[config.mk]
export PLATFORM = sky130hd
export DESIGN_NAME = dcc_dma_channel_control
export DESIGN_NICKNAME = d
export VERILOG_FILES = /design/src/shared/dcc_pkg.sv /design/src/dcc_dma_channel_control.sv
export SDC_FILE = /design/constraint.sdc
export NUM_CORES = 1
export LEC_CHECK = 0
export BUFFER_PORTS_ARGS = -buffer_cell sky130_fd_sc_hd__buf_2
export CAP_MARGIN = 15
export CORE_ASPECT_RATIO = 0.5
export CORE_UTILIZATION = 61
export CTS_CLUSTER_SIZE = 24
export DETAILED_ROUTE_END_ITERATION = 10
export PLACE_DENSITY = 0.92
export SLEW_MARGIN = 20
export SYNTH_ARGS = -nofsm -noshare
export SYNTH_HDL_FRONTEND = slang
export SYNTH_SLANG_ARGS = --single-unit
export TNS_END_PERCENT = 50
[constraint.sdc]
create_clock -name CLK -period 3.6 [get_ports CLK]
set_clock_uncertainty 0.1 [all_clocks]
set_input_delay 0.72 -clock CLK [delete_from_list [all_inputs] [get_ports CLK]]
set_output_delay 0.72 -clock CLK [all_outputs]
set_load 0.05 [all_outputs]
[src/shared/dcc_pkg.sv]
// Purpose: constants shared by the dma channel control block
// Assumes: 8-bit processor i/o register port, 20-bit physical address
// Notes:   offsets are low i/o address bytes
package dcc_pkg;

    localparam int ADDR_W = 20;
    localparam int CNT_W  = 16;

    // register offsets
    localparam logic [7:0] ADDR_SAR_LO  = 8'h20;
    localparam logic [7:0] ADDR_SAR_MID = 8'h21;
    localparam logic [7:0] ADDR_SAR_HI  = 8'h22;
    localparam logic [7:0] ADDR_DAR_LO  = 8'h23;
    localparam logic [7:0] ADDR_DAR_MID = 8'h24;
    localparam logic [7:0] ADDR_DAR_HI  = 8'h25;
    localparam logic [7:0] ADDR_CNT0_LO = 8'h26;
    localparam logic [7:0] ADDR_CNT0_HI = 8'h27;
    localparam logic [7:0] ADDR_CNT1_LO = 8'h2e;
    localparam logic [7:0] ADDR_CNT1_HI = 8'h2f;
    localparam logic [7:0] ADDR_STAT    = 8'h30;
    localparam logic [7:0] ADDR_MODE    = 8'h31;

    // status/control bit positions
    localparam int STAT_CH1_EN  = 7;
    localparam int STAT_CH0_EN  = 6;
    localparam int STAT_CH1_WM  = 5;
    localparam int STAT_CH0_WM  = 4;
    localparam int STAT_CH1_IE  = 3;
    localparam int STAT_CH0_IE  = 2;
    localparam int STAT_MAIN_EN = 0;

    // mode register field positions
    localparam int MODE_DM   = 4;
    localparam int MODE_SM   = 2;
    localparam int MODE_EDGE = 1;
    localparam int MODE_MUX  = 0;

    // reset values
    localparam logic              RST_BIT  = 1'b0;
    localparam logic              RST_WMASK = 1'b1;
    localparam logic [7:0]        RST_MODE = 8'h00;
    localparam logic [ADDR_W-1:0] RST_ADDR = 20'h00000;
    localparam logic [CNT_W-1:0]  RST_CNT  = 16'h0000;

    // address step modes
    localparam logic [1:0] STEP_INC = 2'b00;
    localparam logic [1:0] STEP_DEC = 2'b01;
    localparam logic [1:0] STEP_FIX = 2'b10;
    localparam logic [1:0] STEP_IO  = 2'b11;

    function automatic logic [ADDR_W-1:0] dcc_step(input logic [ADDR_W-1:0] a, input logic [1:0] m);
        case (m)
            STEP_INC: dcc_step = a + 20'h00001;
            STEP_DEC: dcc_step = a - 20'h00001;
            default:  dcc_step = a;
        endcase
    endfunction

endpackage

[src/dcc_dma_channel_control.sv]
// Purpose: dma channel 0 engine and channel 1 enable/count control
// Assumes: single 10 MHz clock, memory bus answers with MEM_READY
// Notes:   read bytes wait in a fifo before they are written
`timescale 1ns/10ps

module dcc_fifo #(
    parameter  int WIDTH = 8,
    parameter  int DEPTH = 8,
    localparam int PW    = $clog2(DEPTH),
    localparam int LW    = $clog2(DEPTH + 1)
) (
    // clock and reset
    input  wire logic             clk,
    input  wire logic             rst_n,
    // fill side
    input  wire logic             in_valid,
    output logic                  in_ready,
    input  wire logic [WIDTH-1:0] in_data,
    // drain side
    output logic                  out_valid,
    input  wire logic             out_ready,
    output logic [WIDTH-1:0]      out_data,
    output logic [LW-1:0]         level
);
    logic [WIDTH-1:0] mem [DEPTH];
    logic [PW-1:0]    wptr;
    logic [PW-1:0]    rptr;
    logic             push;
    logic             pop;

    if (DEPTH < 2 || WIDTH < 1)
    begin : g_bad
        $error("fifo depth must be at least 2");
    end

    function automatic logic [PW-1:0] bump(input logic [PW-1:0] p);
        bump = (p == PW'(DEPTH - 1)) ? '0 : p + PW'(1);
    endfunction

    assign push      = in_valid & in_ready;
    assign pop       = out_valid & out_ready;
    assign in_ready  = level != LW'(DEPTH);
    assign out_valid = level != '0;
    assign out_data  = mem[rptr];

    always_ff @(posedge clk)
    begin
        if (push)
            mem[wptr] <= in_data;
    end

    always_ff @(posedge clk or negedge rst_n)
    begin
        if (!rst_n)
        begin
            wptr  <= '0;
            rptr  <= '0;
            level <= '0;
        end
        else
        begin
            if (push)
                wptr <= bump(wptr);
            if (pop)
                rptr <= bump(rptr);
            level <= level + LW'(push) - LW'(pop);
        end
    end
endmodule

// Function
// - source address register holds 20 bits, memory or i/o space
// - status register reads back whether each channel is running or done
// - channel 1 runs only while its enable and main enable are set
// - channel 1 enable clears itself when its byte count reaches zero
// - interrupt request held while channel 1 disabled and its interrupt enabled
// - a status write changes channel 1 enable only when its write mask is written zero
// - writing enable zero halts channel 1, keeping state for resume
// - writing enable one also sets main enable
// - reset clears channel 1 enable
// - source mode: increment, decrement, fixed memory, fixed i/o
// - i/o to i/o unsupported; reserved mode pairs never run
// - destination mode: increment, decrement, fixed, fixed i/o; fixed refused with fixed memory or i/o source
// - fixed memory source works with incrementing destination
// - edge-sensed request starts or restarts transfer after recognition
// - transfer-end output low during write of final byte
// - request and transfer-end pins shared with serial clock pins
// - 20-bit addresses carry across 64KB boundaries
// - each channel has a 16-bit byte count
module dcc_dma_channel_control #(
    parameter int FIFO_DEPTH = 8
) (
    // clock and reset
    input  wire logic        CLK,
    input  wire logic        RESETN,
    // processor i/o register port
    input  wire logic [7:0]  IO_ADDR,
    input  wire logic        IO_WR,
    input  wire logic        IO_RD,
    input  wire logic [7:0]  IO_WDATA,
    output logic [7:0]       IO_RDATA,
    // dma bus master
    output logic [19:0]      MEM_ADDR,
    output logic             MEM_IO,
    output logic             MEM_RD,
    output logic             MEM_WR,
    output logic [7:0]       MEM_WDATA,
    input  wire logic [7:0]  MEM_RDATA,
    input  wire logic        MEM_READY,
    // shared request and transfer-end pins
    input  wire logic        PIN_REQ_IN,
    output logic             PIN_REQ_OUT,
    output logic             PIN_REQ_OE,
    input  wire logic        PIN_END_IN,
    output logic             PIN_END_OUT,
    output logic             PIN_END_OE,
    // serial channel side
    output logic             SER0_CLK_IN,
    input  wire logic        SER0_CLK_OUT,
    input  wire logic        SER0_CLK_OE,
    output logic             SER1_CLK_IN,
    input  wire logic        SER1_CLK_OUT,
    input  wire logic        SER1_CLK_OE,
    input  wire logic        SER_DMA_REQ,
    // channel 1 data path
    input  wire logic        CH1_ACK,
    output logic             CH1_ACTIVE,
    // interrupt
    output logic             DMA_IRQ
);
    localparam int LW = $clog2(FIFO_DEPTH + 1);

    typedef enum {ST_IDLE, ST_RD, ST_WR} dcc_state_e;

    dcc_state_e                st;
    logic [19:0]               sar;
    logic [19:0]               dar;
    logic [15:0]               ch0_cnt;
    logic [15:0]               ch1_cnt;
    logic [7:0]                mode;
    logic                      ch1_en, ch0_en, ch1_ie, ch0_ie, main_en;
    logic                      tend_n;
    logic                      s1, s2, s3, req_n_q;
    logic                      req_prev, pend;
    logic                      fifo_in_ready, fifo_out_valid;
    logic [7:0]                fifo_data;
    logic [LW-1:0]             fifo_level;
    logic [1:0]                sm, dm;
    logic                      mux, edge_mode, req_active, mode_ok, req_ok;
    logic                      run0, can_read, start_wr, rd_done, wr_done;
    logic                      ch0_term, ch1_term, wr_stat;
    logic [7:0]                rd_mux;

    assign sm         = mode[dcc_pkg::MODE_SM +: 2];
    assign dm         = mode[dcc_pkg::MODE_DM +: 2];
    assign mux        = mode[dcc_pkg::MODE_MUX];
    assign edge_mode  = mode[dcc_pkg::MODE_EDGE];
    assign wr_stat    = IO_WR && IO_ADDR == dcc_pkg::ADDR_STAT;
    assign run0       = ch0_en & main_en;
    assign CH1_ACTIVE = ch1_en & main_en;
    assign DMA_IRQ    = (~ch1_en & ch1_ie) | (~ch0_en & ch0_ie);

    assign SER0_CLK_IN = mux ? 1'b0 : PIN_REQ_IN;
    assign SER1_CLK_IN = mux ? 1'b0 : PIN_END_IN;
    assign PIN_REQ_OUT = SER0_CLK_OUT;
    assign PIN_REQ_OE  = ~mux & SER0_CLK_OE;
    assign PIN_END_OUT = mux ? tend_n : SER1_CLK_OUT;
    assign PIN_END_OE  = mux | SER1_CLK_OE;

    // serial flags as request when pins serve the serial clocks
    assign req_active = mux ? ~req_n_q : SER_DMA_REQ;
    // i/o to i/o and fixed destination with fixed memory or i/o source refused
    assign mode_ok    = !((dm == dcc_pkg::STEP_FIX && sm[1]) ||
                          (dm == dcc_pkg::STEP_IO && sm == dcc_pkg::STEP_IO));
    // edge mode grants one byte per recognised edge
    assign req_ok     = edge_mode ? (pend && fifo_level == '0) : req_active;
    assign can_read   = run0 && mode_ok && req_ok && fifo_in_ready &&
                        (ch0_cnt - 16'(fifo_level)) != 16'h0000;
    assign start_wr   = st == ST_IDLE && run0 && fifo_out_valid && !can_read;
    assign rd_done    = st == ST_RD && MEM_READY && fifo_in_ready;
    assign wr_done    = st == ST_WR && MEM_READY;
    // channel 0 terminates at count zero
    assign ch0_term   = (wr_done && ch0_cnt == 16'h0001) ||
                        (run0 && st == ST_IDLE && ch0_cnt == 16'h0000);
    // channel 1 terminates at count zero
    assign ch1_term   = CH1_ACTIVE && (ch1_cnt == 16'h0000 || (CH1_ACK && ch1_cnt == 16'h0001));

    dcc_fifo #(
        .WIDTH (8),
        .DEPTH (FIFO_DEPTH)
    ) u_fifo (
        .clk       (CLK),
        .rst_n     (RESETN),
        .in_valid  (st == ST_RD && MEM_READY),
        .in_ready  (fifo_in_ready),
        .in_data   (MEM_RDATA),
        .out_valid (fifo_out_valid),
        .out_ready (start_wr),
        .out_data  (fifo_data),
        .level     (fifo_level)
    );

    // request pin filter: change accepted when second and third stages agree
    always_ff @(posedge CLK or negedge RESETN)
    begin
        if (!RESETN)
        begin
            s1      <= 1'b1;
            s2      <= 1'b1;
            s3      <= 1'b1;
            req_n_q <= 1'b1;
        end
        else
        begin
            s1 <= PIN_REQ_IN;
            s2 <= s1;
            s3 <= s2;
            if (s2 == s3)
                req_n_q <= s3;
        end
    end

    // edge capture, set wins over consume
    always_ff @(posedge CLK or negedge RESETN)
    begin
        if (!RESETN)
        begin
            req_prev <= 1'b0;
            pend     <= 1'b0;
        end
        else
        begin
            req_prev <= req_active;
            if (wr_done || !edge_mode)
                pend <= 1'b0;
            if (edge_mode && req_active && !req_prev)
                pend <= 1'b1;
        end
    end

    // status and enables
    always_ff @(posedge CLK or negedge RESETN)
    begin
        if (!RESETN)
        begin
            ch1_en  <= dcc_pkg::RST_BIT;
            ch0_en  <= dcc_pkg::RST_BIT;
            ch1_ie  <= dcc_pkg::RST_BIT;
            ch0_ie  <= dcc_pkg::RST_BIT;
            main_en <= dcc_pkg::RST_BIT;
        end
        else
        begin
            if (wr_stat)
            begin
                ch1_ie <= IO_WDATA[dcc_pkg::STAT_CH1_IE];
                ch0_ie <= IO_WDATA[dcc_pkg::STAT_CH0_IE];
                if (!IO_WDATA[dcc_pkg::STAT_CH1_WM])
                    ch1_en <= IO_WDATA[dcc_pkg::STAT_CH1_EN];
                if (!IO_WDATA[dcc_pkg::STAT_CH0_WM])
                    ch0_en <= IO_WDATA[dcc_pkg::STAT_CH0_EN];
                if ((!IO_WDATA[dcc_pkg::STAT_CH1_WM] && IO_WDATA[dcc_pkg::STAT_CH1_EN]) ||
                    (!IO_WDATA[dcc_pkg::STAT_CH0_WM] && IO_WDATA[dcc_pkg::STAT_CH0_EN]))
                    main_en <= 1'b1;
            end
            // hardware clear wins over a same-cycle write
            if (ch1_term)
                ch1_en <= 1'b0;
            if (ch0_term)
                ch0_en <= 1'b0;
        end
    end

    // mode register
    always_ff @(posedge CLK or negedge RESETN)
    begin
        if (!RESETN)
            mode <= dcc_pkg::RST_MODE;
        else if (IO_WR && IO_ADDR == dcc_pkg::ADDR_MODE)
            mode <= IO_WDATA;
    end

    // source address: byte access, stepping
    always_ff @(posedge CLK or negedge RESETN)
    begin
        if (!RESETN)
            sar <= dcc_pkg::RST_ADDR;
        else if (IO_WR && IO_ADDR == dcc_pkg::ADDR_SAR_LO)
            sar[7:0] <= IO_WDATA;
        else if (IO_WR && IO_ADDR == dcc_pkg::ADDR_SAR_MID)
            sar[15:8] <= IO_WDATA;
        else if (IO_WR && IO_ADDR == dcc_pkg::ADDR_SAR_HI)
            sar[19:16] <= IO_WDATA[3:0];
        else if (rd_done)
            sar <= dcc_pkg::dcc_step(sar, sm);
    end

    // destination address: stepping
    always_ff @(posedge CLK or negedge RESETN)
    begin
        if (!RESETN)
            dar <= dcc_pkg::RST_ADDR;
        else if (IO_WR && IO_ADDR == dcc_pkg::ADDR_DAR_LO)
            dar[7:0] <= IO_WDATA;
        else if (IO_WR && IO_ADDR == dcc_pkg::ADDR_DAR_MID)
            dar[15:8] <= IO_WDATA;
        else if (IO_WR && IO_ADDR == dcc_pkg::ADDR_DAR_HI)
            dar[19:16] <= IO_WDATA[3:0];
        else if (wr_done)
            dar <= dcc_pkg::dcc_step(dar, dm);
    end

    always_ff @(posedge CLK or negedge RESETN)
    begin
        if (!RESETN)
        begin
            ch0_cnt <= dcc_pkg::RST_CNT;
            ch1_cnt <= dcc_pkg::RST_CNT;
        end
        else
        begin
            if (IO_WR && IO_ADDR == dcc_pkg::ADDR_CNT0_LO)
                ch0_cnt[7:0] <= IO_WDATA;
            else if (IO_WR && IO_ADDR == dcc_pkg::ADDR_CNT0_HI)
                ch0_cnt[15:8] <= IO_WDATA;
            else if (wr_done)
                ch0_cnt <= ch0_cnt - 16'h0001;
            if (IO_WR && IO_ADDR == dcc_pkg::ADDR_CNT1_LO)
                ch1_cnt[7:0] <= IO_WDATA;
            else if (IO_WR && IO_ADDR == dcc_pkg::ADDR_CNT1_HI)
                ch1_cnt[15:8] <= IO_WDATA;
            else if (CH1_ACK && CH1_ACTIVE && ch1_cnt != 16'h0000)
                ch1_cnt <= ch1_cnt - 16'h0001;
        end
    end

    // channel 0 bus engine
    always_ff @(posedge CLK or negedge RESETN)
    begin
        if (!RESETN)
        begin
            st        <= ST_IDLE;
            MEM_ADDR  <= dcc_pkg::RST_ADDR;
            MEM_IO    <= 1'b0;
            MEM_RD    <= 1'b0;
            MEM_WR    <= 1'b0;
            MEM_WDATA <= 8'h00;
            tend_n    <= 1'b1;
        end
        else
        begin
            case (st)
                ST_IDLE:
                begin
                    if (can_read)
                    begin
                        st       <= ST_RD;
                        MEM_ADDR <= sar;
                        MEM_IO   <= sm == dcc_pkg::STEP_IO;
                        MEM_RD   <= 1'b1;
                    end
                    else if (start_wr)
                    begin
                        st        <= ST_WR;
                        MEM_ADDR  <= dar;
                        MEM_IO    <= dm == dcc_pkg::STEP_IO;
                        MEM_WR    <= 1'b1;
                        MEM_WDATA <= fifo_data;
                        tend_n    <= ch0_cnt != 16'h0001;
                    end
                end
                ST_RD:
                begin
                    if (rd_done)
                    begin
                        st     <= ST_IDLE;
                        MEM_RD <= 1'b0;
                    end
                end
                ST_WR:
                begin
                    if (wr_done)
                    begin
                        st     <= ST_IDLE;
                        MEM_WR <= 1'b0;
                        tend_n <= 1'b1;
                    end
                end
                default:
                    st <= ST_IDLE;
            endcase
        end
    end

    // register read, status shows running or done
    always_comb
    begin
        case (IO_ADDR)
            dcc_pkg::ADDR_SAR_LO:  rd_mux = sar[7:0];
            dcc_pkg::ADDR_SAR_MID: rd_mux = sar[15:8];
            dcc_pkg::ADDR_SAR_HI:  rd_mux = {4'h0, sar[19:16]};
            dcc_pkg::ADDR_DAR_LO:  rd_mux = dar[7:0];
            dcc_pkg::ADDR_DAR_MID: rd_mux = dar[15:8];
            dcc_pkg::ADDR_DAR_HI:  rd_mux = {4'h0, dar[19:16]};
            dcc_pkg::ADDR_CNT0_LO: rd_mux = ch0_cnt[7:0];
            dcc_pkg::ADDR_CNT0_HI: rd_mux = ch0_cnt[15:8];
            dcc_pkg::ADDR_CNT1_LO: rd_mux = ch1_cnt[7:0];
            dcc_pkg::ADDR_CNT1_HI: rd_mux = ch1_cnt[15:8];
            dcc_pkg::ADDR_STAT:    rd_mux = {ch1_en, ch0_en, dcc_pkg::RST_WMASK, dcc_pkg::RST_WMASK,
                                             ch1_ie, ch0_ie, 1'b0, main_en};
            dcc_pkg::ADDR_MODE:    rd_mux = mode;
            default:               rd_mux = 8'h00;
        endcase
    end

    always_ff @(posedge CLK or negedge RESETN)
    begin
        if (!RESETN)
            IO_RDATA <= 8'h00;
        else if (IO_RD)
            IO_RDATA <= rd_mux;
    end
endmodule

==> flow_metrics.tcl, run 1 <==
set metrics [dict create \
    status "finished, final reports clean" \
    syn_nets 1286 \
    die_h_um 102 \
    wl_per_cell_um 22.6 \
    drv_slew 0 \
    worst_pin_slew_ps 842 \
    grt_pass1_wl_um 54900 \
    synth_cell_types 89 \
    cp.required_ps 3900 \
    syn_avg_cell_area_um2 10.2 \
    ios 84 \
    grt_pass1_vias 10001 \
    h-tree-depth 1 \
    final_cell_mix "dfrtp_1 (137), nor2_1 (103), nand2_1 (93)" \
    cts_root_buf "clkbuf_16" \
    endpoint_kind "flip-flop" \
    gr-usage-met2_pct 57.6 \
    die_w_um 202 \
    antenna_found_initial 0 \
    rows 36 \
    cp-start-kind "flip-flop" \
    top_usage_layer "met2" \
    synth_edf_count 64 \
    hold_viol 0 \
    area_growth_pct 11.3 \
    fp.coreArea_mm2 0.0195 \
    clock_sinks 207 \
    grt_max_degree 81 \
    cp.arrival_ps 3640 \
    fin_nets 1364 \
    ys_ff_latch 207 \
    num_antenna_cells 0 \
    syn_area_mm2 0.0122 \
    final_common_cell "dfrtp_1" \
    io_buffers 81 \
    drtIter0Drc 1234 \
    crit_type "flip-flop to flip-flop" \
    clock_latency_ps 530 \
    fin_crit_sh_pct 92.6 \
    fin_setup_tns_ps 0 \
    holdCritPathClass "input port to async pin" \
    cts_buffers 20 \
    cts_tree "done" \
    postSynthCellCount 1192 \
    synth_warnings 0 \
    dp_hpwl_um 24300 \
    ctsLongestPathBuffers 3 \
    leakagePower_uw 0.00598 \
    slowest_stage "dfrtp_1" \
    via_per_inst 6.74 \
    utilization_pct 69.5 \
    gp_congestion 0.998 \
    setup_viol 0 \
    critPathBufInv 1 \
    clkTransAtPathRegs_ps 70 \
    async_flop_share_pct 69.1 \
    grt_usage_pct 34.7 \
    ir_drop_uv 474 \
    synthFlopType "dfrtp_1" \
    drive_above_1_share_pct 17.4 \
    powerDensity_mw_per_mm2 425 \
    min_period_ps 3330 \
    firstDrtPassIters 8 \
    cp_top_family "compound AO/OA/AOI/OAI gates" \
    cap_viol_max_count 0 \
    crit_chain "nand2b_1 > inv_1 > ha_1 > a21oi_1 > o21ai_0 > a311oi_1 > o31a_1 > o21a_1 > o21ai_0 > a211o_1 > and3_1" \
    cp_max_fo 13 \
    finalWirelength_um 35100 \
    grtUsageMet3_pct 7.68 \
    crit_top_cell "o21ai_0" \
    p_total_uw 5770 \
    slew_headroom_pct 43.9 \
    ys_seq_area_share_pct 45.1 \
    grt_setup_unrepaired "no" \
    max_freq_ghz 0.300 \
    grt_util_met1_pct 44.1 \
    gr-total-overflow 0 \
    max_stage_delay_ps 430 \
    ant_nets 0 \
    die_area_mm2 0.0206 \
    drc_errors 0 \
    start_util_pct 62.4 \
    vias 10454 \
]
what timing repair did:
| action | 4_1_cts | 5_1_grt |
|---|---|---|
| gates resized for setup | 0 | 1 |
| buffers inserted | 0 | 5 |
| hold buffers | 0 | 0 |
| endpoints found under the setup margin | 0 | 1 |
flip-flops by register name (all words and copies together) (netlist names), 2 cells and up:
register and flops:
u_fifo.rptr 3, IO_RDATA 8, u_fifo.level 4, MEM_WDATA 8, mode 8, sar 20, u_fifo.mem 64, u_fifo.wptr 3
ch1_cnt 16, st 2, dar 20, ch0_cnt 16, MEM_ADDR 20
cells in the mapped netlist (all sizes together) (4+ instances only):
library cell	count	share of area, %
nor2b	11	0.56
or2	6	0.31
dfrtp	138	28
dfstp	5	1.1
nor4	8	0.46
and3	14	0.76
or3	4	0.21
o21ai	84	3.5
nor3	26	1.1
xor2	19	1.4
buf	32	1.8
a211oi	7	0.43
clkbuf	22	0.68
a21o	37	2.3
a21oi	86	3.6
inv	47	1.4
a221o	4	0.33
and4	6	0.43
o22ai	23	1.2
a31oi	19	0.97
nor3b	6	0.50
nand3	37	1.7
ha	54	5.5
nand2	95	3.1
a22o	21	1.5
mux2i	29	2.4
o22a	5	0.36
nand2b	10	0.53
a22oi	29	1.8
nand4	7	0.41
mux2	18	1.7
edfxtp	64	16
and2	5	0.30
nor2	110	3.6
o211ai	8	0.49
mux4	20	3.7
o21a	5	0.31
xnor2	24	1.7
cell families (layout without fill, tap and decap cells):
logic type / count (synthesis) / count (layout) / synth area share, %
xor gates and xnor gates: 43 / 43 / 3.09
buffers and inverters: 101 / 193 / 3.97
and+or+nand+nor: 355 / 355 / 14.7
muxes: 67 / 67 / 7.73
DFF: 207 / 207 / 45.1
AOI/OAI and AO/OA: 361 / 361 / 19.3
adders and majority gates: 58 / 58 / 6.11
per-layer routing:
| metal | vias up | share of wire, % |
|---|---|---|
| li1 | 4615 | - |
| met1 | 5011 | 38 |
| met2 | 661 | 46 |
| met3 | 167 | 11 |
| met4 | 0 | 5.1 |
| met5 | - | 0 |
final timing paths:
check / slack (ps) / cells past startpoint / startpoint / to
max: 270 / 11 / mode[3] / sar[19]
min: 120 / 1 / RESETN / sar[10]
max reg2reg: 270 / 11 / mode[3] / sar[19]
min reg2reg: 260 / 0 / s1 / s2
max in group asynchronous: 2390 / 2 / RESETN / MEM_ADDR[7]
min in group CLK: 200 / 1 / PIN_REQ_IN / s1
layout make-up:
cell class / instances / area, um^2
multi-input combinational: 884 / 6210
timing repair buffer: 110 / 642
sequential: 207 / 5510
inverter: 47 / 180
clock inverter: 13 / 170
fill: 1413 / 5970
tap: 266 / 333
clock buffer: 23 / 532
report_power, final:
group / leakage, uW / switching, uW / internal, uW
Combinational: 0.00320 / 478 / 310
Sequential: 0.00243 / 156 / 2530
Clock: 0.000348 / 1000 / 1300
per-stage QoR:
step / area (um^2) / instances / hold slack, ps / setup WS [ps]
2_1_floorplan: 12200 / 1192 / 245 / 361
3_3_place_gp: 12800 / 1509 / 249 / 447
3_5_place_dp: 12800 / 1509 / 249 / 305
4_1_cts: 13500 / 1545 / 179 / 291
5_1_grt: 13600 / 1550 / 186 / 68.4
6_report: 13600 / 1550 / 120 / 268
Note: power is estimated with default switching activity, not from simulation.
==> inputs of run 2 (changes only) <==
--- a/config.mk
+++ b/config.mk
@@ -8,10 +8,10 @@
 export BUFFER_PORTS_ARGS = -buffer_cell sky130_fd_sc_hd__buf_2
 export CAP_MARGIN = 15
 export CORE_ASPECT_RATIO = 0.5
-export CORE_UTILIZATION = 61
+export CORE_UTILIZATION = 66
 export CTS_CLUSTER_SIZE = 24
 export DETAILED_ROUTE_END_ITERATION = 10
-export PLACE_DENSITY = 0.92
+export PLACE_DENSITY = 0.95
 export SLEW_MARGIN = 20
 export SYNTH_ARGS = -nofsm -noshare
 export SYNTH_HDL_FRONTEND = slang
==> constraint.sdc (replaced) <==
create_clock -name CLK -period 4.1 [get_ports CLK]
set_clock_uncertainty 0.1 [all_clocks]
set_input_delay 0.82 -clock CLK [delete_from_list [all_inputs] [get_ports CLK]]
set_output_delay 0.82 -clock CLK [all_outputs]
set_load 0.05 [all_outputs]
==> flow_metrics.tcl, run 2 (synthesized netlist as in run 1, its figures left out) <==
set metrics [dict create \
    status "finished, final reports clean" \
    cts_root_buf "clkbuf_16" \
    clock_latency_ps 500 \
    p_sw_share_pct 27.7 \
    utilization_pct 75.2 \
    crit_chain "nand2b_1 > inv_1 > ha_1 > a21oi_1 > o21ai_0 > a311oi_1 > o31a_1 > o21a_1 > o21ai_0 > a211o_1 > and3_1" \
    cts_resized 0 \
    fin_crit_sh_pct 86.2 \
    drv_slew 0 \
    cts_tree "done" \
    ir_drop_uv 346 \
    holdCritPathClass "input port to async pin" \
    largest_reg_flops 64 \
    place_ws_ps 647 \
    grt_usage_pct 36.4 \
    slowest_stage "inv_1" \
    cts_setup_buffers 0 \
    gr-usage-met2_pct 58.8 \
    antenna_found_initial 0 \
    cp_max_fo 21 \
    gr-total-overflow 0 \
    drive_above_1_share_pct 15.7 \
    sequentialPowerShare_pct 48.0 \
    grt_max_degree 77 \
    drtIter0Drc 1017 \
    p_sw_uw 1360 \
    die_w_um 194 \
    die_area_mm2 0.0191 \
    final_cell_mix "dfrtp_1 (137), nor2_1 (103), nand2_1 (93)" \
    p_int_uw 3560 \
    hold_viol 0 \
    vias 10245 \
    grt_pass1_vias 10099 \
    top_usage_layer "met2" \
    crit_type "flip-flop to flip-flop" \
    via_per_inst 6.84 \
    leakagePower_uw 0.00586 \
    cp-start-kind "flip-flop" \
    fin_setup_tns_ps 0 \
    fin_nets 1343 \
    fp.coreArea_mm2 0.0177 \
    area_growth_pct 9.25 \
    placed_cell_area_mm2 0.0127 \
    max_freq_ghz 0.283 \
    final_common_cell "dfrtp_1" \
    max_stage_delay_ps 570 \
    clock_sinks 207 \
    clock_power_share_pct 38.2 \
    firstDrtPassIters 6 \
    grt_pass1_wl_um 54200 \
    worst_pin_slew_ps 1060 \
    setup_viol 0 \
    finalWirelength_um 33700 \
    grt_setup_unrepaired "no" \
    rows 34 \
    ctsLongestPathBuffers 3 \
    endpoint_kind "flip-flop" \
    h-tree-depth 1 \
    n_fill_cell 1194 \
    gp_congestion 1.03 \
    clkTransAtPathRegs_ps 70 \
    crit_top_cell "o21ai_0" \
    cts_buffers 19 \
    slew_headroom_pct 29.3 \
    grt_util_met1_pct 49.1 \
    grtUsageMet3_pct 7.94 \
    start_util_pct 68.8 \
    ios 84 \
    r2r_cells 11 \
    cp.required_ps 4390 \
    final.setup.worst_slack_ps 564 \
    drc_errors 0 \
    dp_hpwl_um 23400 \
    min_period_ps 3540 \
    die_h_um 98.2 \
    cp.arrival_ps 3820 \
    io_buffers 81 \
    finish.instance_area_mm2 0.0133 \
    ant_nets 0 \
    wl_per_cell_um 22.5 \
    cap_viol_max_count 0 \
    max_flop_register "u_fifo.mem" \
    postCtsHoldBufs 0 \
    p_comb_share_pct 13.9 \
    powerDensity_mw_per_mm2 370 \
]
run 2: cell count changes in the layout (fill, tap and decap cells not counted), sizes merged:
cell      previous run  this run
bufinv               3         2
clkbuf              23        26
clkinvlp             1         0
buf                110        90
clkinv               8         5
diode                0         1
run 2: metrics by stage:
step | hold WS, ps | instances | total power [uW]
finish | 243 | 1497 | 4930
global route | 264 | 1496 | 5080
CTS | 259 | 1496 | 4910
detailed placement | 252 | 1462 | 3060
global placement | 249 | 1462 | 3020
floorplan | 245 | 1192 | 2830
run 2: layout make-up:
cell class,count,area (um^2),share of cell area [%]
clock buffers,26,552,4.14
flip-flops and latches,207,5510,41.3
repair buffers,90,492,3.69
multi-input cells,884,6210,46.6
clock inverters,8,96.3,0.723
inverters,47,176,1.32
well taps,234,293,2.20
diodes,1,2.50,0.0188
run 2: final timing paths:
path / slack, ps / from / to
setup / recovery: 560 / mode[3] / sar[19]
min in group CLK: 260 / s1 / s2
hold reg to reg: 260 / s1 / s2
hold / removal: 240 / RESETN / u_fifo.wptr[1]
setup reg to reg: 560 / mode[3] / sar[19]
max in group asynchronous: 2830 / RESETN / MEM_ADDR[5]
run 2: per-layer routing:
| metal | share of wire, % | wire (um) |
|---|---|---|
| met5 | 0 | 0 |
| met4 | 3.2 | 1080 |
| met3 | 10 | 3460 |
| met2 | 47 | 15800 |
| met1 | 39 | 13300 |
run 2: critical path, delay by kind of cell, from the launching register on:
family	cells	cell delay (ps)
AO/OA/AOI/OAI	7	1500
adder cells (fa/ha/maj)	1	410
buffers and inverters	1	570
flip-flops	1	440
AND/OR/NAND/NOR	2	400
run 2: power by group through the flow:
stage / registers [uW] / logic, uW / clock network (uW)
4_1_cts: 2360 / 674 / 1880
3_3_place_gp: 2390 / 631 / 0
3_5_place_dp: 2400 / 666 / 0
5_1_grt: 2370 / 754 / 1950
2_1_floorplan: 2350 / 486 / 0
6_report: 2360 / 683 / 1880
